--- config.mk ---
export PLATFORM = sky130hd
export DESIGN_NAME = ipl_regs
export DESIGN_NICKNAME = d
export VERILOG_FILES = /design/src/hdl/ipl_regs.v /design/src/hdl/ipl_reg16.v /design/src/hdl/ipl_decode.v
export VERILOG_INCLUDE_DIRS = /design/src /design/src/hdl
export SDC_FILE = /design/constraint.sdc
export NUM_CORES = 1
export LEC_CHECK = 0
export BUFFER_PORTS_ARGS = -buffer_cell sky130_fd_sc_hd__clkbuf_2
export CORE_UTILIZATION = 51
export DETAILED_ROUTE_END_ITERATION = 12
export GPL_TIMING_DRIVEN = 0
export PLACE_DENSITY = 0.83
export SLEW_MARGIN = 20
export SYNTH_ARGS = -nofsm -noshare
export SYNTH_HDL_FRONTEND = slang
export SYNTH_SLANG_ARGS = --single-unit
--- constraint.sdc ---
create_clock -name clk -period 1.2 [get_ports clk]
set_input_delay 0.06 -clock clk [delete_from_list [all_inputs] [get_ports clk]]
set_output_delay 0.06 -clock clk [all_outputs]
set_load 0.05 [all_outputs]
--- src/hdl/ipl_map.vh ---
// register offsets, field positions and reset values of the priority registers
//
// What this block does
// debug fields: 00 off, 01 level 1, 10 level 2, 11 level 3
// peripheral and pin fields: 00 off, 01 level 0, 10 level 1, 11 level 2
// every priority field is 00 after reset, all sources disabled
// reserved bits read zero and ignore writes
// debug break register: breakpoint 13:12, step counter 11:10, 9:0 reserved
// debug transfer register: receive 5:4, transmit 3:2, trace 1:0
// system register: flash empty 15:14, command done 13:12, error 11:10
// system register: pll 9:8, low voltage 7:6, pin b 3:2, pin a 1:0
// port register: ports d, e, f at 15:14, 13:12, 11:10
// port register: can buffer 9:8, wakeup 7:6, error 5:4, bus off 3:2
// serial register: spi0 rx 15:14, spi1 tx 13:12, spi1 rx 11:10
// serial register: port a 5:4, port b 3:2
// serial register: port c 1:0, off or level 0 to 2
// decoded level goes to the arbiter; disabled source never requests
`ifndef IPL_MAP_VH
`define IPL_MAP_VH

// ----------------------------------------
// register offsets
// ----------------------------------------
`define IPL_OFS_BREAK 3'h0
`define IPL_OFS_XFER 3'h1
`define IPL_OFS_SYSTEM 3'h2
`define IPL_OFS_PORT 3'h3
`define IPL_OFS_SERIAL 3'h4

// ----------------------------------------
// writable bit masks and reset value
// ----------------------------------------
`define IPL_MASK_BREAK 16'h3C00
`define IPL_MASK_XFER 16'h003F
`define IPL_MASK_SYSTEM 16'hFFCF
`define IPL_MASK_PORT 16'hFFFC
`define IPL_MASK_SERIAL 16'hFC3F
`define IPL_RESET 16'h0000

// ----------------------------------------
// field low bit positions
// ----------------------------------------
`define IPL_POS_BKPT 12
`define IPL_POS_STEP 10
`define IPL_POS_DRX 4
`define IPL_POS_DTX 2
`define IPL_POS_TRACE 0
`define IPL_POS_FLEMPTY 14
`define IPL_POS_FLDONE 12
`define IPL_POS_FLERR 10
`define IPL_POS_PLL 8
`define IPL_POS_LVD 6
`define IPL_POS_PINB 2
`define IPL_POS_PINA 0
`define IPL_POS_PD 14
`define IPL_POS_PE 12
`define IPL_POS_PF 10
`define IPL_POS_CANMB 8
`define IPL_POS_CANWK 6
`define IPL_POS_CANERR 4
`define IPL_POS_CANBOFF 2
`define IPL_POS_SPI0RX 14
`define IPL_POS_SPI1TX 12
`define IPL_POS_SPI1RX 10
`define IPL_POS_PA 4
`define IPL_POS_PB 2
`define IPL_POS_PC 0

// ----------------------------------------
// source counts
// ----------------------------------------
`define IPL_NUM_DEBUG 5
`define IPL_NUM_PERIPH 20

`endif

--- src/hdl/ipl_regs.v ---
// interrupt priority registers 0 to 4 with per-source level decode
//
// Strobed register access was left to the implementer.
`timescale 1ns/1ps
`include "ipl_map.vh"
module ipl_regs (
   clk,
   rst,
   addr,
   wdata,
   wr,
   rd,
   rdata,
   dbg_pending,
   per_pending,
   dbg_request,
   dbg_level,
   per_request,
   per_level
);
   input wire clk;
   input wire rst;
   input wire [2:0] addr;
   input wire [15:0] wdata;
   input wire wr;
   input wire rd;
   output reg [15:0] rdata;
   // debug order: breakpoint, step, receive, transmit, trace
   input wire [`IPL_NUM_DEBUG-1:0] dbg_pending;
   // peripheral order: flash empty, done, error, pll, lv, pin b, pin a,
   // port d, e, f, can buffer, wakeup, error, bus off, spi0 rx, spi1 tx,
   // spi1 rx, port a, port b, port c
   input wire [`IPL_NUM_PERIPH-1:0] per_pending;
   output reg [`IPL_NUM_DEBUG-1:0] dbg_request;
   output reg [2*`IPL_NUM_DEBUG-1:0] dbg_level;
   output reg [`IPL_NUM_PERIPH-1:0] per_request;
   output reg [2*`IPL_NUM_PERIPH-1:0] per_level;

   // ----------------------------------------
   // register file
   // ----------------------------------------
   wire [15:0] debug_break_priority;
   wire [15:0] debug_xfer_priority;
   wire [15:0] system_event_priority;
   wire [15:0] port_can_priority;
   wire [15:0] serial_port_priority;

   // ----------------------------------------
   // register select and write enables
   // ----------------------------------------
   // one select per register; an unmapped index selects nothing, so a write
   // there is dropped and a read there returns zero
   wire sel_break;
   wire sel_xfer;
   wire sel_system;
   wire sel_port;
   wire sel_serial;

   wire wr_break;
   wire wr_xfer;
   wire wr_system;
   wire wr_port;
   wire wr_serial;

   assign sel_break = (addr == `IPL_OFS_BREAK);
   assign sel_xfer = (addr == `IPL_OFS_XFER);
   assign sel_system = (addr == `IPL_OFS_SYSTEM);
   assign sel_port = (addr == `IPL_OFS_PORT);
   assign sel_serial = (addr == `IPL_OFS_SERIAL);

   assign wr_break = wr & sel_break;
   assign wr_xfer = wr & sel_xfer;
   assign wr_system = wr & sel_system;
   assign wr_port = wr & sel_port;
   assign wr_serial = wr & sel_serial;

   ipl_reg16 #(.MASK(`IPL_MASK_BREAK)) u_break (
      .clk(clk),
      .rst(rst),
      .wr(wr_break),
      .wdata(wdata),
      .q(debug_break_priority)
   );
   ipl_reg16 #(.MASK(`IPL_MASK_XFER)) u_xfer (
      .clk(clk),
      .rst(rst),
      .wr(wr_xfer),
      .wdata(wdata),
      .q(debug_xfer_priority)
   );
   ipl_reg16 #(.MASK(`IPL_MASK_SYSTEM)) u_system (
      .clk(clk),
      .rst(rst),
      .wr(wr_system),
      .wdata(wdata),
      .q(system_event_priority)
   );
   ipl_reg16 #(.MASK(`IPL_MASK_PORT)) u_port (
      .clk(clk),
      .rst(rst),
      .wr(wr_port),
      .wdata(wdata),
      .q(port_can_priority)
   );
   ipl_reg16 #(.MASK(`IPL_MASK_SERIAL)) u_serial (
      .clk(clk),
      .rst(rst),
      .wr(wr_serial),
      .wdata(wdata),
      .q(serial_port_priority)
   );

   // ----------------------------------------
   // read port
   // ----------------------------------------
   reg [15:0] next_rdata;
   always @* begin
      next_rdata = 16'h0000;
      if (sel_break) begin
         next_rdata = debug_break_priority;
      end
      if (sel_xfer) begin
         next_rdata = debug_xfer_priority;
      end
      if (sel_system) begin
         next_rdata = system_event_priority;
      end
      if (sel_port) begin
         next_rdata = port_can_priority;
      end
      if (sel_serial) begin
         next_rdata = serial_port_priority;
      end
   end

   // read data stand only in the cycle after the strobe, zero otherwise
   always @(posedge clk) begin
      if (rst) begin
         rdata <= 16'h0000;
      end else if (rd) begin
         rdata <= next_rdata;
      end else begin
         rdata <= 16'h0000;
      end
   end

   // ----------------------------------------
   // field gathering
   // ----------------------------------------
   // every source owns the two-bit slice [2i+1:2i] of its vector
   wire [2*`IPL_NUM_DEBUG-1:0] dbg_fields;
   wire [2*`IPL_NUM_PERIPH-1:0] per_fields;

   // ----------------------------------------
   // debug break register fields
   // ----------------------------------------
   wire [1:0] breakpoint_zero_level;
   wire [1:0] step_counter_level;
   assign breakpoint_zero_level = debug_break_priority[`IPL_POS_BKPT+:2];
   assign step_counter_level = debug_break_priority[`IPL_POS_STEP+:2];
   assign dbg_fields[9:8] = breakpoint_zero_level;
   assign dbg_fields[7:6] = step_counter_level;

   // ----------------------------------------
   // debug transfer register fields
   // ----------------------------------------
   wire [1:0] debug_receive_full_level;
   wire [1:0] debug_transmit_empty_level;
   wire [1:0] trace_buffer_level;
   assign debug_receive_full_level = debug_xfer_priority[`IPL_POS_DRX+:2];
   assign debug_transmit_empty_level = debug_xfer_priority[`IPL_POS_DTX+:2];
   assign trace_buffer_level = debug_xfer_priority[`IPL_POS_TRACE+:2];
   assign dbg_fields[5:4] = debug_receive_full_level;
   assign dbg_fields[3:2] = debug_transmit_empty_level;
   assign dbg_fields[1:0] = trace_buffer_level;

   // ----------------------------------------
   // system event register fields
   // ----------------------------------------
   wire [1:0] flash_buffers_empty_level;
   wire [1:0] flash_command_done_level;
   wire [1:0] flash_error_level;
   wire [1:0] pll_unlock_level;
   wire [1:0] low_voltage_level;
   wire [1:0] ext_pin_b_level;
   wire [1:0] ext_pin_a_level;
   assign flash_buffers_empty_level = system_event_priority[`IPL_POS_FLEMPTY+:2];
   assign flash_command_done_level = system_event_priority[`IPL_POS_FLDONE+:2];
   assign flash_error_level = system_event_priority[`IPL_POS_FLERR+:2];
   assign pll_unlock_level = system_event_priority[`IPL_POS_PLL+:2];
   assign low_voltage_level = system_event_priority[`IPL_POS_LVD+:2];
   assign ext_pin_b_level = system_event_priority[`IPL_POS_PINB+:2];
   assign ext_pin_a_level = system_event_priority[`IPL_POS_PINA+:2];
   assign per_fields[39:38] = flash_buffers_empty_level;
   assign per_fields[37:36] = flash_command_done_level;
   assign per_fields[35:34] = flash_error_level;
   assign per_fields[33:32] = pll_unlock_level;
   assign per_fields[31:30] = low_voltage_level;
   assign per_fields[29:28] = ext_pin_b_level;
   assign per_fields[27:26] = ext_pin_a_level;

   // ----------------------------------------
   // port and bus register fields
   // ----------------------------------------
   wire [1:0] port_d_level;
   wire [1:0] port_e_level;
   wire [1:0] port_f_level;
   wire [1:0] can_msg_buffer_level;
   wire [1:0] can_wakeup_level;
   wire [1:0] can_error_level;
   wire [1:0] can_bus_off_level;
   assign port_d_level = port_can_priority[`IPL_POS_PD+:2];
   assign port_e_level = port_can_priority[`IPL_POS_PE+:2];
   assign port_f_level = port_can_priority[`IPL_POS_PF+:2];
   assign can_msg_buffer_level = port_can_priority[`IPL_POS_CANMB+:2];
   assign can_wakeup_level = port_can_priority[`IPL_POS_CANWK+:2];
   assign can_error_level = port_can_priority[`IPL_POS_CANERR+:2];
   assign can_bus_off_level = port_can_priority[`IPL_POS_CANBOFF+:2];
   assign per_fields[25:24] = port_d_level;
   assign per_fields[23:22] = port_e_level;
   assign per_fields[21:20] = port_f_level;
   assign per_fields[19:18] = can_msg_buffer_level;
   assign per_fields[17:16] = can_wakeup_level;
   assign per_fields[15:14] = can_error_level;
   assign per_fields[13:12] = can_bus_off_level;

   // ----------------------------------------
   // serial and port register fields
   // ----------------------------------------
   wire [1:0] spi_zero_rx_full_level;
   wire [1:0] spi_one_tx_empty_level;
   wire [1:0] spi_one_rx_full_level;
   wire [1:0] port_a_level;
   wire [1:0] port_b_level;
   wire [1:0] port_c_level;
   assign spi_zero_rx_full_level = serial_port_priority[`IPL_POS_SPI0RX+:2];
   assign spi_one_tx_empty_level = serial_port_priority[`IPL_POS_SPI1TX+:2];
   assign spi_one_rx_full_level = serial_port_priority[`IPL_POS_SPI1RX+:2];
   assign port_a_level = serial_port_priority[`IPL_POS_PA+:2];
   assign port_b_level = serial_port_priority[`IPL_POS_PB+:2];
   assign port_c_level = serial_port_priority[`IPL_POS_PC+:2];
   assign per_fields[11:10] = spi_zero_rx_full_level;
   assign per_fields[9:8] = spi_one_tx_empty_level;
   assign per_fields[7:6] = spi_one_rx_full_level;
   assign per_fields[5:4] = port_a_level;
   assign per_fields[3:2] = port_b_level;
   assign per_fields[1:0] = port_c_level;

   // ----------------------------------------
   // decode per source
   // ----------------------------------------
   // the highest index of each vector is the first source in the lists above
   wire [`IPL_NUM_DEBUG-1:0] dbg_req_c;
   wire [2*`IPL_NUM_DEBUG-1:0] dbg_lvl_c;
   wire [`IPL_NUM_PERIPH-1:0] per_req_c;
   wire [2*`IPL_NUM_PERIPH-1:0] per_lvl_c;

   genvar i;
   generate
      for (i = 0; i < `IPL_NUM_DEBUG; i = i + 1) begin : g_dbg
         ipl_decode #(.DEBUG(1)) u_dec (
            .field(dbg_fields[2*i+:2]),
            .pending(dbg_pending[i]),
            .request(dbg_req_c[i]),
            .level(dbg_lvl_c[2*i+:2])
         );
      end
   endgenerate

   // peripheral and pin sources sit one level below the debug sources
   generate
      for (i = 0; i < `IPL_NUM_PERIPH; i = i + 1) begin : g_per
         ipl_decode #(.DEBUG(0)) u_dec (
            .field(per_fields[2*i+:2]),
            .pending(per_pending[i]),
            .request(per_req_c[i]),
            .level(per_lvl_c[2*i+:2])
         );
      end
   endgenerate

   // ----------------------------------------
   // outputs to the arbiter
   // ----------------------------------------
   // registered so the arbiter sees stable data one cycle after a change
   always @(posedge clk) begin
      if (rst) begin
         dbg_request <= {`IPL_NUM_DEBUG{1'b0}};
         dbg_level <= {2*`IPL_NUM_DEBUG{1'b0}};
      end else begin
         dbg_request <= dbg_req_c;
         dbg_level <= dbg_lvl_c;
      end
   end

   // a field of 00 blocks its request whatever the source does
   always @(posedge clk) begin
      if (rst) begin
         per_request <= {`IPL_NUM_PERIPH{1'b0}};
         per_level <= {2*`IPL_NUM_PERIPH{1'b0}};
      end else begin
         per_request <= per_req_c;
         per_level <= per_lvl_c;
      end
   end
endmodule

--- src/hdl/ipl_reg16.v ---
// one 16-bit priority register with a fixed writable mask
`timescale 1ns/1ps
`include "ipl_map.vh"
module ipl_reg16 #(
   parameter [15:0] MASK = 16'hFFFF
) (
   clk,
   rst,
   wr,
   wdata,
   q
);
   input wire clk;
   input wire rst;
   input wire wr;
   input wire [15:0] wdata;
   output reg [15:0] q;

   always @(posedge clk) begin
      if (rst) begin
         q <= `IPL_RESET;
      end else if (wr) begin
         // reserved bits never store, so they read as zero
         q <= wdata & MASK;
      end
   end
endmodule

--- src/hdl/ipl_decode.v ---
// decodes one two-bit priority field into a request and a level
`timescale 1ns/1ps
module ipl_decode #(
   parameter DEBUG = 0
) (
   field,
   pending,
   request,
   level
);
   input wire [1:0] field;
   input wire pending;
   output wire request;
   output wire [1:0] level;

   // debug sources sit one level higher: 01 maps to level 1 instead of 0
   assign level = (DEBUG != 0) ? field : (field - 2'h1);
   assign request = pending & (field != 2'h0);
endmodule

==> results.yml <==
global_routing:
  global_route.overflow_total: 0
  grt_antenna_before_repair: 0
  gr-usage-all-layers_pct: 27.8
  wire_length_of_the_first_global_routing_pass_mm: 20.8
  grt_start_max_net_pins: 17
  first_global_vias: 4299
power:
  ir_worst_vdd_mv: 1.09
  cellPowerDensity_nw_per_um2: 1620
  power.static_leakage_nw: 2.88
clocking:
  clk_pin_slew_worst_paths_ns: 0.06
  ctsRootBufferMaster: "clkbuf_8"
  cts-root-to-sink-buffers: 2
  cts_tree: "yes"
  clock-sinks: 141
  htree_levels: 4
  post-cts-setup-buffer-count: 0
  cts_made_buffers: 17
  insertion_delay_ns: 0.52
setup_path:
  cp.required_ns: 1.14
  timing.critical_path.to_type: "output port"
  critical-path-slowest-cell: "dfxtp_1"
  cp.depth: 1
  slowest_delay_ns: 0.33
  timing.critical_path.arrival_ns: 1.13
  rr_endpoint: "per_request[19]"
  setup.worst_path.class: "reg2out"
  rrSetupSlack_ns: 0.14
  cp-start-kind: "register"
  cp-startpoint: "per_level[8]"
  cells_along_the_critical_path: "clkbuf_2"
  ff2ff_path_depth: 3
  top_delay_family_on_crit_path: "flip-flops"
  critical_path_peak_fanout: 1
  r2r_start: "u_system.q[14]"
  worst_setup_path_endpoint: "per_level[8]"
  critical_path.n_buffers_inverters: 1
finish:
  layout.cells.non_filler: 849
  nets: 775
  post-route-cell-area_sq_um: 6780
  layout-drive-gt1-share_pct: 25.8
  layout-area-overhead-vs-synth_pct: 38.9
  n_antenna_cell: 0
  nFillCells: 663
drt:
  drt-wirelength-per-cell_um: 15.8
  first_iter_violations: 230
  total_number_of_vias: 4358
  first_pass_iters: 5
  detail_route.drc_violations: 0
  wl_mm: 13.4
  route.antenna.remaining_nets: 0
  vias_per_cell: 5.13
yosys:
  synth.net_count: 573
  ys_dominant_reg_cell: "dfxtp_1"
  synth-edff-count: 0
  synth.lib_cells_used.distinct: 33
  synth_sequential_area_ratio_pct: 57.8
  mean_post_synth_cell_area_sq_um: 9.67
  synth.ff_latch_count: 141
  syn_inst: 505
  async_s_r_ff_share_synth_pct: 0
  ys_warn_count: 0
  synth.cell_area_sq_um: 4880
timing:
  tightestPinTransition_ns: 0.713
  timing.fmax_mhz: 838
  finalClockSkew_ns: 0.00782
  setup_viol_count_final: 0
  period_minus_slack_ns: 1.19
  period_utilisation_layout_pct: 99.5
  finalHoldViolations: 0
  max_slew_headroom_at_the_worst_pin_pct: 52.5
  timing_max_transition_violations_final: 0
placement:
  dpl.hpwl_mm: 8.75
  gpl.final_weighted_congestion: 0.904
  placed_cells_incl_taps: 772
  placed_area_sq_um: 5740
  numPortBuffers: 138
die:
  floorplan.rows: 35
  io-pin-count: 139
  die_h_um: 99.9
  initial_utilization_pct: 52.9
  die-area_sq_um: 9970
  core-area_sq_um: 9240
  die_boundary_width_um: 99.9
hold_path:
  holdCritPathClass: "in2reg"
flow_run:
  max_cap_viol: 0
outcome:
  run_status: "completed"
## registers in the layout, summed over array words and instances, names as in the netlist
register	flops
u_xfer.q	6
per_request	20
per_level	40
u_system.q	14
rdata	16
u_serial.q	12
dbg_request	5
u_port.q	14
dbg_level	10
u_break.q	4
## how the worst min path moves through the flow
stage,to,slack [ns],startpoint,cells after the start
floorplan,dbg_level[1],0.14,rst,1
global placement,dbg_request[0],0.26,dbg_pending[0],2
detailed placement,dbg_request[1],0.27,dbg_pending[1],2
CTS,rdata[10],-0.007,rst,4
global route,rdata[2],0.04,rst,4
finish,rdata[2],0.03,rst,4
## timing repair
| item | CTS | global route |
|---|---|---|
| endpoints found under the setup margin | 1 | 57 |
| endpoints found under the hold margin | 80 | 0 |
| gates cloned | 0 | 0 |
| resized for setup | 1 | 59 |
| hold buffers | 45 | 0 |
## kinds of logic after synthesis
kind of cell / synth area share (%)
simple gates: 18.8
flops: 57.8
buf+inv: 5.64
compound gates: 8.97
mux: 3.69
fa+ha+maj: 5.12
## routing by layer
layer  wire [um]  GRT usage, %  part of all wire (%)  vias to the layer above
met5           0             0                     0                        -
met4         526          15.7                   3.9                        0
met3         957          8.15                   7.1                       49
met2        6710          46.9                    50                      242
met1        5230          31.6                    39                     2013
li1            -             -                     -                     2054
## final cells by class
| type | count | area (sq um) | area share [%] |
|---|---|---|---|
| buffer | 27 | 126 | 1.86 |
| clock buffer | 21 | 459 | 6.77 |
| clock inverter | 11 | 108 | 1.59 |
| inverter | 40 | 150 | 2.21 |
| multi-input combinational | 297 | 1790 | 26.3 |
| sequential | 141 | 2820 | 41.6 |
| tap | 129 | 161 | 2.38 |
| timing repair buffer | 183 | 1170 | 17.3 |
## per-stage QoR
stage / total power [mW] / setup TNS, ns / util, % / hold slack [ns] / worst slack [ns]
final: 11.0 / 0 / 73.4 / 0.0253 / 0.00649
after global routing: 11.3 / -0.0408 / 73.4 / 0.0371 / -0.0358
after CTS: 11.0 / 0 / 73.1 / -0.00663 / 0.00830
after detailed placement: 5.96 / -14.47 / 62.1 / 0.273 / -0.225
after global placement: 5.94 / -10.79 / 62.1 / 0.262 / -0.167
after floorplan: 5.64 / 0 / - / 0.143 / 0.184
## power breakdown
part	switching (mW)	internal, mW
clock	2.03	2.94
sequential	0.0663	4.83
combinational	0.749	0.363
total	2.85	8.13
## synth_stat cells (2+ instances only)
master | number | share of area, %
a21oi_1 | 40 | 4.1
inv_1 | 40 | 3.1
buf_2 | 10 | 1.0
o21ai_0 | 6 | 0.61
dfxtp_1 | 141 | 58
o21a_1 | 5 | 0.77
nor3b_1 | 20 | 3.1
nor2_1 | 54 | 4.2
mux2i_1 | 18 | 3.7
nand2_1 | 82 | 6.3
nand2b_1 | 2 | 0.26
ha_1 | 20 | 5.1
o21ai_1 | 2 | 0.20
nor2b_1 | 16 | 2.0
a22oi_1 | 2 | 0.31
buf_1 | 2 | 0.15
o22ai_1 | 4 | 0.51
clkbuf_1 | 13 | 1.0
o2bb2ai_1 | 12 | 2.2
nand4bb_1 | 2 | 0.46
a21o_1 | 2 | 0.31
## cells in the final DEF, fill, tap and decap left out, drive strengths merged, types with 4 or more instances in the layout
master and n:
clkbuf 137, nor2 54, o21ai 8, o21a 5
o22ai 4, ha 20, dlygate4sd3 45, o2bb2ai 12
a21oi 40, clkinv 4, nand2 82, mux2i 18
nor2b 16, buf 49, dfxtp 141, nor3b 21
inv 44
No activity file was read; power rests on OpenSTA's default activity.
